### config.mk
export PLATFORM = sky130hd
export DESIGN_NAME = epedet_top
export DESIGN_NICKNAME = d
export VERILOG_FILES = /design/src/epedet_pkg.sv /design/src/epedet_top.sv /design/src/epedet_div.sv
export SDC_FILE = /design/constraint.sdc
export NUM_CORES = 2
export LEC_CHECK = 0
export ABC_AREA = 1
export BUFFER_PORTS_ARGS = -buffer_cell sky130_fd_sc_hd__buf_4
export CAP_MARGIN = 40
export CORE_UTILIZATION = 35
export CTS_BUF_LIST = sky130_fd_sc_hd__clkbuf_8
export CTS_CLUSTER_SIZE = 28
export DETAILED_ROUTE_END_ITERATION = 10
export GPL_ROUTABILITY_DRIVEN = 1
export PLACE_DENSITY_LB_ADDON = 0.25
export RECOVER_POWER = 50
export SLEW_MARGIN = 15
export SYNTH_ARGS = -nofsm -noshare
export SYNTH_HDL_FRONTEND = slang
export SYNTH_SLANG_ARGS = --single-unit
### constraint.sdc
create_clock -name I_SYS_CLK -period 13.4 [get_ports I_SYS_CLK]
set_input_delay 1.34 -clock I_SYS_CLK [delete_from_list [all_inputs] [get_ports I_SYS_CLK]]
set_output_delay 1.34 -clock I_SYS_CLK [all_outputs]
set_load 0.05 [all_outputs]
### src/epedet_pkg.sv
/*
 Package for the excessive position error detector: reset values,
 default thresholds, clamp limits and unit-selection codes.
 Assumes nothing of its surroundings.
*/
package epedet_pkg;
  // Widths
  localparam int POS_W = 32;
  localparam int LVL_W = 16;
  localparam int RES_W = 24;
  localparam int MRG_W = 48;
  // Reset values of the settings
  localparam logic [15:0] LEVEL_RST = 16'h0000;
  localparam logic [1:0] UNIT_RST = 2'h0;
  // Defaults selected by a zero level, in whole units
  localparam logic [15:0] ROT_DEFAULT_REV = 16'h0003;
  localparam logic [15:0] LIN_DEFAULT_MM = 16'h0064;
  // Rotary clamp, in whole revolutions
  localparam logic [15:0] ROT_CLAMP_REV = 16'h00C8;
  // Linear encoder scale factor
  localparam logic [15:0] LIN_RES_SCALE = 16'h03E8;
  // Unit selection codes
  localparam logic [1:0] UNIT_ONE = 2'h0;
  localparam logic [1:0] UNIT_TENTH = 2'h1;
  localparam logic [1:0] UNIT_HUNDREDTH = 2'h2;
  localparam logic [1:0] UNIT_THOUSANDTH = 2'h3;
  // Control mode codes
  localparam logic [1:0] MODE_POSITION = 2'h0;
  localparam logic [1:0] MODE_POSITIONING = 2'h1;
  localparam logic [1:0] MODE_VELOCITY = 2'h2;
  localparam logic [1:0] MODE_TORQUE = 2'h3;
endpackage : epedet_pkg

### src/epedet_top.sv
/*
 Excessive position error detector. Compares commanded and feedback
 positions each control cycle, derives a pulse threshold from the
 trigger level and exposes the remaining margin and an alarm.
 The threshold is floored to whole pulses, and products wider than
 the margin width wrap, so huge levels on fine linear scales are out.
 While a refresh runs, the old alarm threshold stays in force for
 one divider pass and the old warning threshold for two.
 Assumes settings come from the same clock domain, held steady while
 a threshold recomputation runs, so no synchronisers are fitted.
 Assumes the position error stays below 2^31 pulses.
*/
// Summary of operation
// - A rotary motor reads the trigger level in revolutions.
// - A linear motor reads the trigger level in millimetres.
// - Rotary levels of 200 rev or above are clamped to 200 rev.
// - A zero level selects 3 rev or 100 mm, and zero is its reset value.
// - Unit codes 0..3 scale the level by 1, 0.1, 0.01 and 0.001.
// - The unit selection scales both the alarm and warning levels.
// - Scaling applies only in position and positioning modes.
// - The margin in pulses is greatest at zero error, shrinking with it.
// - The alarm is raised when the margin reaches zero pulses.
// - Fully closed loop uses the load-side resolution per revolution.
// - Linear resolution per rev is numerator over denominator times 1000.
`timescale 1ns/1ps
module epedet_top #(
  parameter int POS_W = epedet_pkg::POS_W,
  parameter int RES_W = epedet_pkg::RES_W
) (
  // Clock and reset
  input wire logic I_SYS_CLK,
  input wire logic I_RST_N,
  // Control cycle strobe and positions
  input wire logic I_CYCLE,
  input wire logic signed [POS_W-1:0] I_CMD_POS,
  input wire logic signed [POS_W-1:0] I_FB_POS,
  // Motor and loop kind
  input wire logic I_LINEAR_MOTOR,
  input wire logic I_FULL_CLOSED,
  input wire logic I_LINEAR_ENCODER,
  input wire logic [1:0] I_CONTROL_MODE,
  // Trigger levels and unit
  input wire logic [15:0] I_TRIGGER_LEVEL_PARAM,
  input wire logic [15:0] I_WARNING_LEVEL_PARAM,
  input wire logic [1:0] I_UNIT_SELECT_PARAM,
  // Encoder resolutions
  input wire logic [RES_W-1:0] I_MOTOR_RES,
  input wire logic [RES_W-1:0] I_LOAD_RES,
  input wire logic [15:0] I_LINEAR_RES_NUMERATOR,
  input wire logic [15:0] I_LINEAR_RES_DENOMINATOR,
  // Thresholds and margin
  output logic [47:0] O_MARGIN,
  output logic [47:0] O_ALARM_PULSES,
  output logic [47:0] O_WARNING_PULSES,
  // Validity and flags
  output logic O_THRESH_VALID,
  output logic O_EXCESSIVE_ERROR_ALARM,
  output logic O_EXCESSIVE_ERROR_WARNING
);
  // Margin width, room for 200 rev at fine resolutions
  localparam int MW = epedet_pkg::MRG_W;

  typedef struct packed {
    logic [MW-1:0] margin;
    logic [MW-1:0] alarm_pls;
    logic [MW-1:0] warn_pls;
    logic valid;
    logic alarm;
    logic warn;
    // Low: alarm pass, high: warning pass
    logic phase;
    // Settings signature of the last alarm pass
    logic [MW-1:0] cfg_sig;
  } epedet_st_t;

  epedet_st_t st_r;
  epedet_st_t st_nxt;

  // Effective level in whole units times 1000 (milli-units)
  function automatic logic [MW-1:0] epedet_milli(
    input logic [15:0] lvl, input logic lin, input logic [1:0] unit,
    input logic scaled);
    logic [MW-1:0] base;
    logic [MW-1:0] milli;
    base = MW'(lvl);
    // Zero level: default in whole units, unit code unused
    if (lvl == 16'h0000) begin
      base = lin ? MW'(epedet_pkg::LIN_DEFAULT_MM)
                 : MW'(epedet_pkg::ROT_DEFAULT_REV);
    end
    // Whole units unless a finer unit applies
    milli = base * MW'(epedet_pkg::LIN_RES_SCALE);
    if (scaled && lvl != 16'h0000) begin
      case (unit)
        epedet_pkg::UNIT_TENTH: milli = base * MW'(100);
        epedet_pkg::UNIT_HUNDREDTH: milli = base * MW'(10);
        epedet_pkg::UNIT_THOUSANDTH: milli = base;
        default: milli = base * MW'(epedet_pkg::LIN_RES_SCALE);
      endcase
    end
    // Clamp after scaling so no unit can pass 200 rev
    if (!lin && milli >= MW'(epedet_pkg::ROT_CLAMP_REV) *
        MW'(epedet_pkg::LIN_RES_SCALE)) begin
      milli = MW'(epedet_pkg::ROT_CLAMP_REV) *
              MW'(epedet_pkg::LIN_RES_SCALE);
    end
    return milli;
  endfunction : epedet_milli

  // Resolution and scaling selection
  logic scaled;
  logic [MW-1:0] res;
  logic [MW-1:0] res_den;
  logic [MW-1:0] cfg_now;
  logic [MW-1:0] lvl_milli;
  // Divider handshake
  logic div_start;
  logic div_busy;
  logic div_done;
  logic [MW-1:0] div_quot;
  // Absolute error
  logic [MW-1:0] diff;

  // Resolution choice, scaling gate and settings signature
  always_comb begin
    scaled = (I_CONTROL_MODE == epedet_pkg::MODE_POSITION) ||
             (I_CONTROL_MODE == epedet_pkg::MODE_POSITIONING);
    res = MW'(I_MOTOR_RES);
    res_den = MW'(1);
    // Load side takes over in fully closed loop
    if (I_FULL_CLOSED) begin
      res = MW'(I_LOAD_RES);
    end
    // A linear encoder overrides both rotary resolutions
    if (I_LINEAR_ENCODER) begin
      res = MW'(I_LINEAR_RES_NUMERATOR) *
            MW'(epedet_pkg::LIN_RES_SCALE);
      res_den = MW'(I_LINEAR_RES_DENOMINATOR);
      // A zero denominator counts as one
      if (I_LINEAR_RES_DENOMINATOR == 16'h0000) begin
        res_den = MW'(1);
      end
    end
    // Same unit drives both levels
    lvl_milli = epedet_milli(st_r.phase ? I_WARNING_LEVEL_PARAM
                             : I_TRIGGER_LEVEL_PARAM, I_LINEAR_MOTOR,
                             I_UNIT_SELECT_PARAM, scaled);
    // Any settings change reruns both passes
    cfg_now = {I_TRIGGER_LEVEL_PARAM, I_WARNING_LEVEL_PARAM,
               I_UNIT_SELECT_PARAM, I_CONTROL_MODE, I_LINEAR_MOTOR,
               I_FULL_CLOSED, I_LINEAR_ENCODER, 9'h000} ^
              MW'(I_MOTOR_RES) ^ (MW'(I_LOAD_RES) << 8) ^
              MW'({I_LINEAR_RES_NUMERATOR, I_LINEAR_RES_DENOMINATOR});
  end

  // Pulse threshold = milli-level * res / (1000 * den)
  // Phase high chains the warning pass onto the alarm pass
  assign div_start = !div_busy && !div_done &&
                     (!st_r.valid || cfg_now != st_r.cfg_sig || st_r.phase);

  epedet_div #(.W(MW)) u_div (
    .i_clk(I_SYS_CLK),
    .i_rst_n(I_RST_N),
    .i_start(div_start),
    .i_num(MW'(lvl_milli * res)),
    .i_den(MW'(res_den * MW'(epedet_pkg::LIN_RES_SCALE))),
    .o_busy(div_busy),
    .o_done(div_done),
    .o_quot(div_quot)
  );

  // Absolute error in pulses
  always_comb begin
    // Signed compare first, so the subtraction never goes negative
    diff = (I_CMD_POS >= I_FB_POS)
           ? MW'(unsigned'(I_CMD_POS - I_FB_POS))
           : MW'(unsigned'(I_FB_POS - I_CMD_POS));
  end

  // Threshold capture and per-cycle margin update
  always_comb begin
    st_nxt = st_r;
    // Signature taken as the alarm pass starts
    if (div_start && !st_r.phase) begin
      st_nxt.cfg_sig = cfg_now;
    end
    // First pass yields the alarm level, second the warning
    if (div_done) begin
      if (!st_r.phase) begin
        st_nxt.alarm_pls = div_quot;
        st_nxt.phase = 1'b1;
      end else begin
        st_nxt.warn_pls = div_quot;
        st_nxt.phase = 1'b0;
        st_nxt.valid = 1'b1;
      end
    end
    // Taken cycle: margin, sticky alarm, warning
    if (I_CYCLE && st_r.valid) begin
      st_nxt.margin = (diff >= st_r.alarm_pls) ? '0
                      : st_r.alarm_pls - diff;
      st_nxt.alarm = st_r.alarm | (diff >= st_r.alarm_pls);
      st_nxt.warn = diff >= st_r.warn_pls;
    end
  end

  // State register
  always_ff @(posedge I_SYS_CLK or negedge I_RST_N) begin
    if (!I_RST_N) begin
      st_r <= '0;
    end else begin
      st_r <= st_nxt;
    end
  end

  // Outputs
  assign O_MARGIN = st_r.margin;
  assign O_ALARM_PULSES = st_r.alarm_pls;
  assign O_WARNING_PULSES = st_r.warn_pls;
  assign O_THRESH_VALID = st_r.valid;
  assign O_EXCESSIVE_ERROR_ALARM = st_r.alarm;
  assign O_EXCESSIVE_ERROR_WARNING = st_r.warn;
endmodule : epedet_top

### src/epedet_div.sv
/*
 Sequential unsigned divider: one quotient bit per clock.
 Assumes a start pulse while idle; result valid with done pulse.
*/
`timescale 1ns/1ps
module epedet_div #(
  parameter int W = 48
) (
  // Clock and reset
  input wire logic i_clk,
  input wire logic i_rst_n,
  // Request
  input wire logic i_start,
  input wire logic [W-1:0] i_num,
  input wire logic [W-1:0] i_den,
  // Answer
  output logic o_busy,
  output logic o_done,
  output logic [W-1:0] o_quot
);
  typedef struct packed {
    logic busy;
    logic done;
    logic [7:0] cnt;
    logic [W-1:0] num;
    logic [W-1:0] den;
    logic [W-1:0] rem;
    logic [W-1:0] quot;
  } epedet_div_st_t;

  epedet_div_st_t st_r;
  epedet_div_st_t st_nxt;
  logic [W:0] trial;

  // Restoring division step
  always_comb begin
    st_nxt = st_r;
    trial = '0;
    st_nxt.done = 1'b0;
    if (!st_r.busy) begin
      if (i_start) begin
        st_nxt.busy = 1'b1;
        st_nxt.num = i_num;
        st_nxt.den = (i_den == '0) ? W'(1) : i_den;
        st_nxt.rem = '0;
        st_nxt.cnt = 8'(W);
      end
    end else begin
      trial = {st_r.rem, st_r.num[W-1]} - {1'b0, st_r.den};
      st_nxt.num = {st_r.num[W-2:0], 1'b0};
      if (!trial[W]) begin
        st_nxt.rem = trial[W-1:0];
        st_nxt.quot = {st_r.quot[W-2:0], 1'b1};
      end else begin
        st_nxt.rem = {st_r.rem[W-2:0], st_r.num[W-1]};
        st_nxt.quot = {st_r.quot[W-2:0], 1'b0};
      end
      st_nxt.cnt = st_r.cnt - 8'h01;
      if (st_r.cnt == 8'h01) begin
        st_nxt.busy = 1'b0;
        st_nxt.done = 1'b1;
      end
    end
  end

  // State register
  always_ff @(posedge i_clk or negedge i_rst_n) begin
    if (!i_rst_n) begin
      st_r <= '0;
    end else begin
      st_r <= st_nxt;
    end
  end

  assign o_busy = st_r.busy;
  assign o_done = st_r.done;
  assign o_quot = st_r.quot;
endmodule : epedet_div

==> results by group <==
Run status
  • Status: finished with violations
  • Violated checks: max-capacitance violations, max-slew violations

STA
  • Final min period: 12.69 ns
  • F_max: 78.8 MHz
  • Final Setup Violations: 0
  • Fin crit share: 0.947
  • Skew final: between 0.03 and 0.04 ns
  • Max-slew headroom: -3.31
  • Hold Violations, Final: 0
  • RSZ-0062 raised after global routing: false
  • Count of pins over their slew limit: 587
  • Worst Tran Pin Value: 6.47 ns

Setup path
  • R2R Setup Slk: 0.81 ns
  • CP Capture Type: flip-flop
  • Crit path launch type: primary input
  • RR Startpoint: st_r[48]
  • Worst r2r dst: u_div.st_r[191]
  • CP max-delay cell: fa_2
  • Worst path arrival time: 13.35 ns
  • Max incr delay on CP: 0.63 ns
  • FF-to-FF path depth: 64
  • Crit path max fanout: 7
  • CP most frequent cell: nand2_1
  • Critical path data required time: 14.06 ns
  • Critical path type: primary input to flip-flop

Clock network
  • Clk pin slew, worst setup/hold paths: 0.06 ns
  • Clk sinks: 376
  • CTS tree: built
  • Hold_buf cts: 0
  • H-tree Lvls: 3
  • Root Driver: clkbuf_8
  • CTS Buffer Depth: 3
  • Worst-Skew Late Latency: 0.73 ns
  • Num CTS Buffers: 75

Final layout
  • Share of cells above drive strength 1: 0.107
  • Fillers: 17471
  • Final core occ: 0.398
  • Most common cell after layout, fill and taps aside: inv_1
  • Fin nets: around 9500
  • Area growth syn-to-layout: 13.0%
  • Commonest non-fill, non-tap cells in the layout: 1610 x inv_1, 1483 x nand2_1, 784 x fa_1

Die
  • Initial Utilization: 0.352
  • Core area: between 150000 and 200000 µm²
  • Die Span Y: approximately 410 µm
  • Die ar.: 170000 µm²
  • Num rows: 150
  • I/O pin cnt: 333
  • Chip width: 412 µm

Logic synthesis
  • Mux share of post-synthesis cell area: 0.00187
  • Xor/xnor cell area share of the yosys netlist: 0.0330
  • Post-Syn Area per Cell: 7.70 µm²
  • Synth Warn #: 0
  • Post-synthesis compound-gate area fraction: 0.115
  • Gate Count Post-Synth: 7649
  • Area share of fa/ha/maj cells after synthesis: 0.382
  • Top FF cell, synth: dfrtp_1
  • #FFs+latches synth: 376
  • Largest family of logic cells by synthesized area: adder cells
  • Net Count, Synth: 9161
  • Simple-gate share of the synthesized area: 0.171
  • Async S/R FF share, synth: 1.00
  • Cell variety after synth: 70
  • Area of the mapped netlist: 58900 µm²
  • Post-synth EDFFs: 0
  • Register area share after synthesis: 0.160

GRT
  • All-Layer GR Usage: 0.223
  • Pin count of the biggest net entering global routing: 118
  • Overflow left after global routing: 0
  • Initial antenna violation count: 3
  • First-pass GRT wire length: 295000 µm
  • Number of global-route vias before repair: between 50000 and 60000

Drt
  • DR WL met2: approximately 90000 µm
  • Wirelength, routed: around 190000 µm
  • Via count: ~51000
  • Final ANT Viol Nets: 0
  • TritonRoute pass-1 iters: 7
  • Vias per cell: 4.93
  • Detail Route met3 WL: 9040 µm
  • DRT met1 WL: 83200 µm
  • Remaining DRCs: 0
  • Routed WL per cell: 18.4 µm
  • Drt initial violations: 3165
  • Uppermost layer routed: met5

Run
  • Max Cap Viol: 9

Min path
  • Hold endpoint: u_div.o_quot[36]
  • WHS Path Cells: 2
  • Hold path start: u_div.o_quot[35]
  • Worst Hold Class: flip-flop to flip-flop

Placement
  • Port Buffers: 332
  • GPL Wtd Cong: 0.962
  • Detailed Place HPWL: 159000 µm
[how the worst max path moves through the flow]
stage                                         from         endpoint  slack [ns]  cells after the start
after floorplan           I_TRIGGER_LEVEL_PARAM[7]  u_div.st_r[188]        0.16                     69
after global placement    I_WARNING_LEVEL_PARAM[9]  u_div.st_r[191]       -0.61                     61
after detailed placement  I_TRIGGER_LEVEL_PARAM[1]  u_div.st_r[191]       -0.68                     65
after CTS                                 st_r[48]  u_div.st_r[191]        0.10                     65
after global routing      I_WARNING_LEVEL_PARAM[9]  u_div.st_r[191]        0.01                     66
final                     I_WARNING_LEVEL_PARAM[9]  u_div.st_r[191]        0.71                     64
[cell usage after synthesis, types with 16 or more instances]
cell type  count  area share
inv_1       1608        0.10
nand2_1     1489       0.095
fa_1         786        0.27
nor2_1       652       0.042
o21ai_0      547       0.046
ha_1         540        0.11
a21oi_1      409       0.035
dfrtp_1      376        0.16
nand3_1      174       0.015
clkbuf_1     156      0.0099
buf_4        152       0.019
xor2_1       125       0.019
xnor2_1       97       0.014
nor3_1        49      0.0042
nand4_1       48      0.0051
o221ai_1      43      0.0064
a31oi_1       37      0.0039
buf_2         37      0.0031
o211ai_1      32      0.0041
nor4_1        22      0.0023
a21o_1        19      0.0024
o21a_1        17      0.0022
o22ai_1       17      0.0018
inv_2         16      0.0010
[area by class of cell]
cell class | instances | area, µm² | area share
Tap cell | 2204 | 2760 | 0.0414
Multi-Input combinational cell | 5274 | 41600 | 0.625
Antenna cell | 2 | 5.00 | 0.0000752
Clock inverter | 34 | 324 | 0.00487
Sequential cell | 376 | 9410 | 0.141
Timing Repair Buffer | 649 | 4950 | 0.0744
Inverter | 1639 | 6160 | 0.0925
Clock buffer | 99 | 1360 | 0.0205
[kinds of logic (layout without fill, tap and decap cells)]
logic type	after synthesis	after routing
DFF	376	376
buffers and inverters	1999	2421
muxes	11	11
AOI/OAI and AO/OA	1216	1216
xor gates and xnor gates	222	222
and+or+nand+nor	2499	2499
adders and majority gates	1326	1326
other	0	2
[worst max-delay path, delay by kind of cell]
family,cells,cell delay [ns]
compound gates,10,1.54
fa+ha+maj,13,6.43
buf+inv,11,1.13
simple gates,30,2.91
[repair_timing]
action	in CTS	in global routing
endpoints found under the setup margin	0	15
resized for setup	0	65
endpoints found under the hold margin	0	0
setup buffers	0	2
[metrics by stage]
stage                     setup slack [ns]  cells  TNS (ns)  cell area (µm²)  hold WS [ns]
after CTS                            0.101  10271         0            66400         0.445
after global routing                0.0111  10276         0            66600         0.490
after detailed placement            -0.675  10138     -4.69            64700         0.463
after global placement              -0.611  10129     -4.14            64600         0.453
final                                0.710  10277         0            66600         0.459
after floorplan                      0.164   7649         0            58900         0.450
[registers in the layout (all words and copies together), names as in the netlist]
name / flops
u_div.st_r: 130
st_r: 49
O_ALARM_PULSES: 48
O_MARGIN: 48
O_WARNING_PULSES: 48
u_div.o_quot: 48
O_EXCESSIVE_ERROR_ALARM: 1
O_EXCESSIVE_ERROR_WARNING: 1
O_THRESH_VALID: 1
u_div.o_busy: 1
u_div.o_done: 1
[metal layers]
layer / track usage / up-vias
li1: - / 24302
met1: 0.291 / 24717
met2: 0.382 / 1334
met3: 0.0248 / 295
met4: 0.0723 / 2
met5: 0 / -
Power is not shown: default switching activity piles up to over one toggle a cycle in this logic, so the estimate is an artifact.
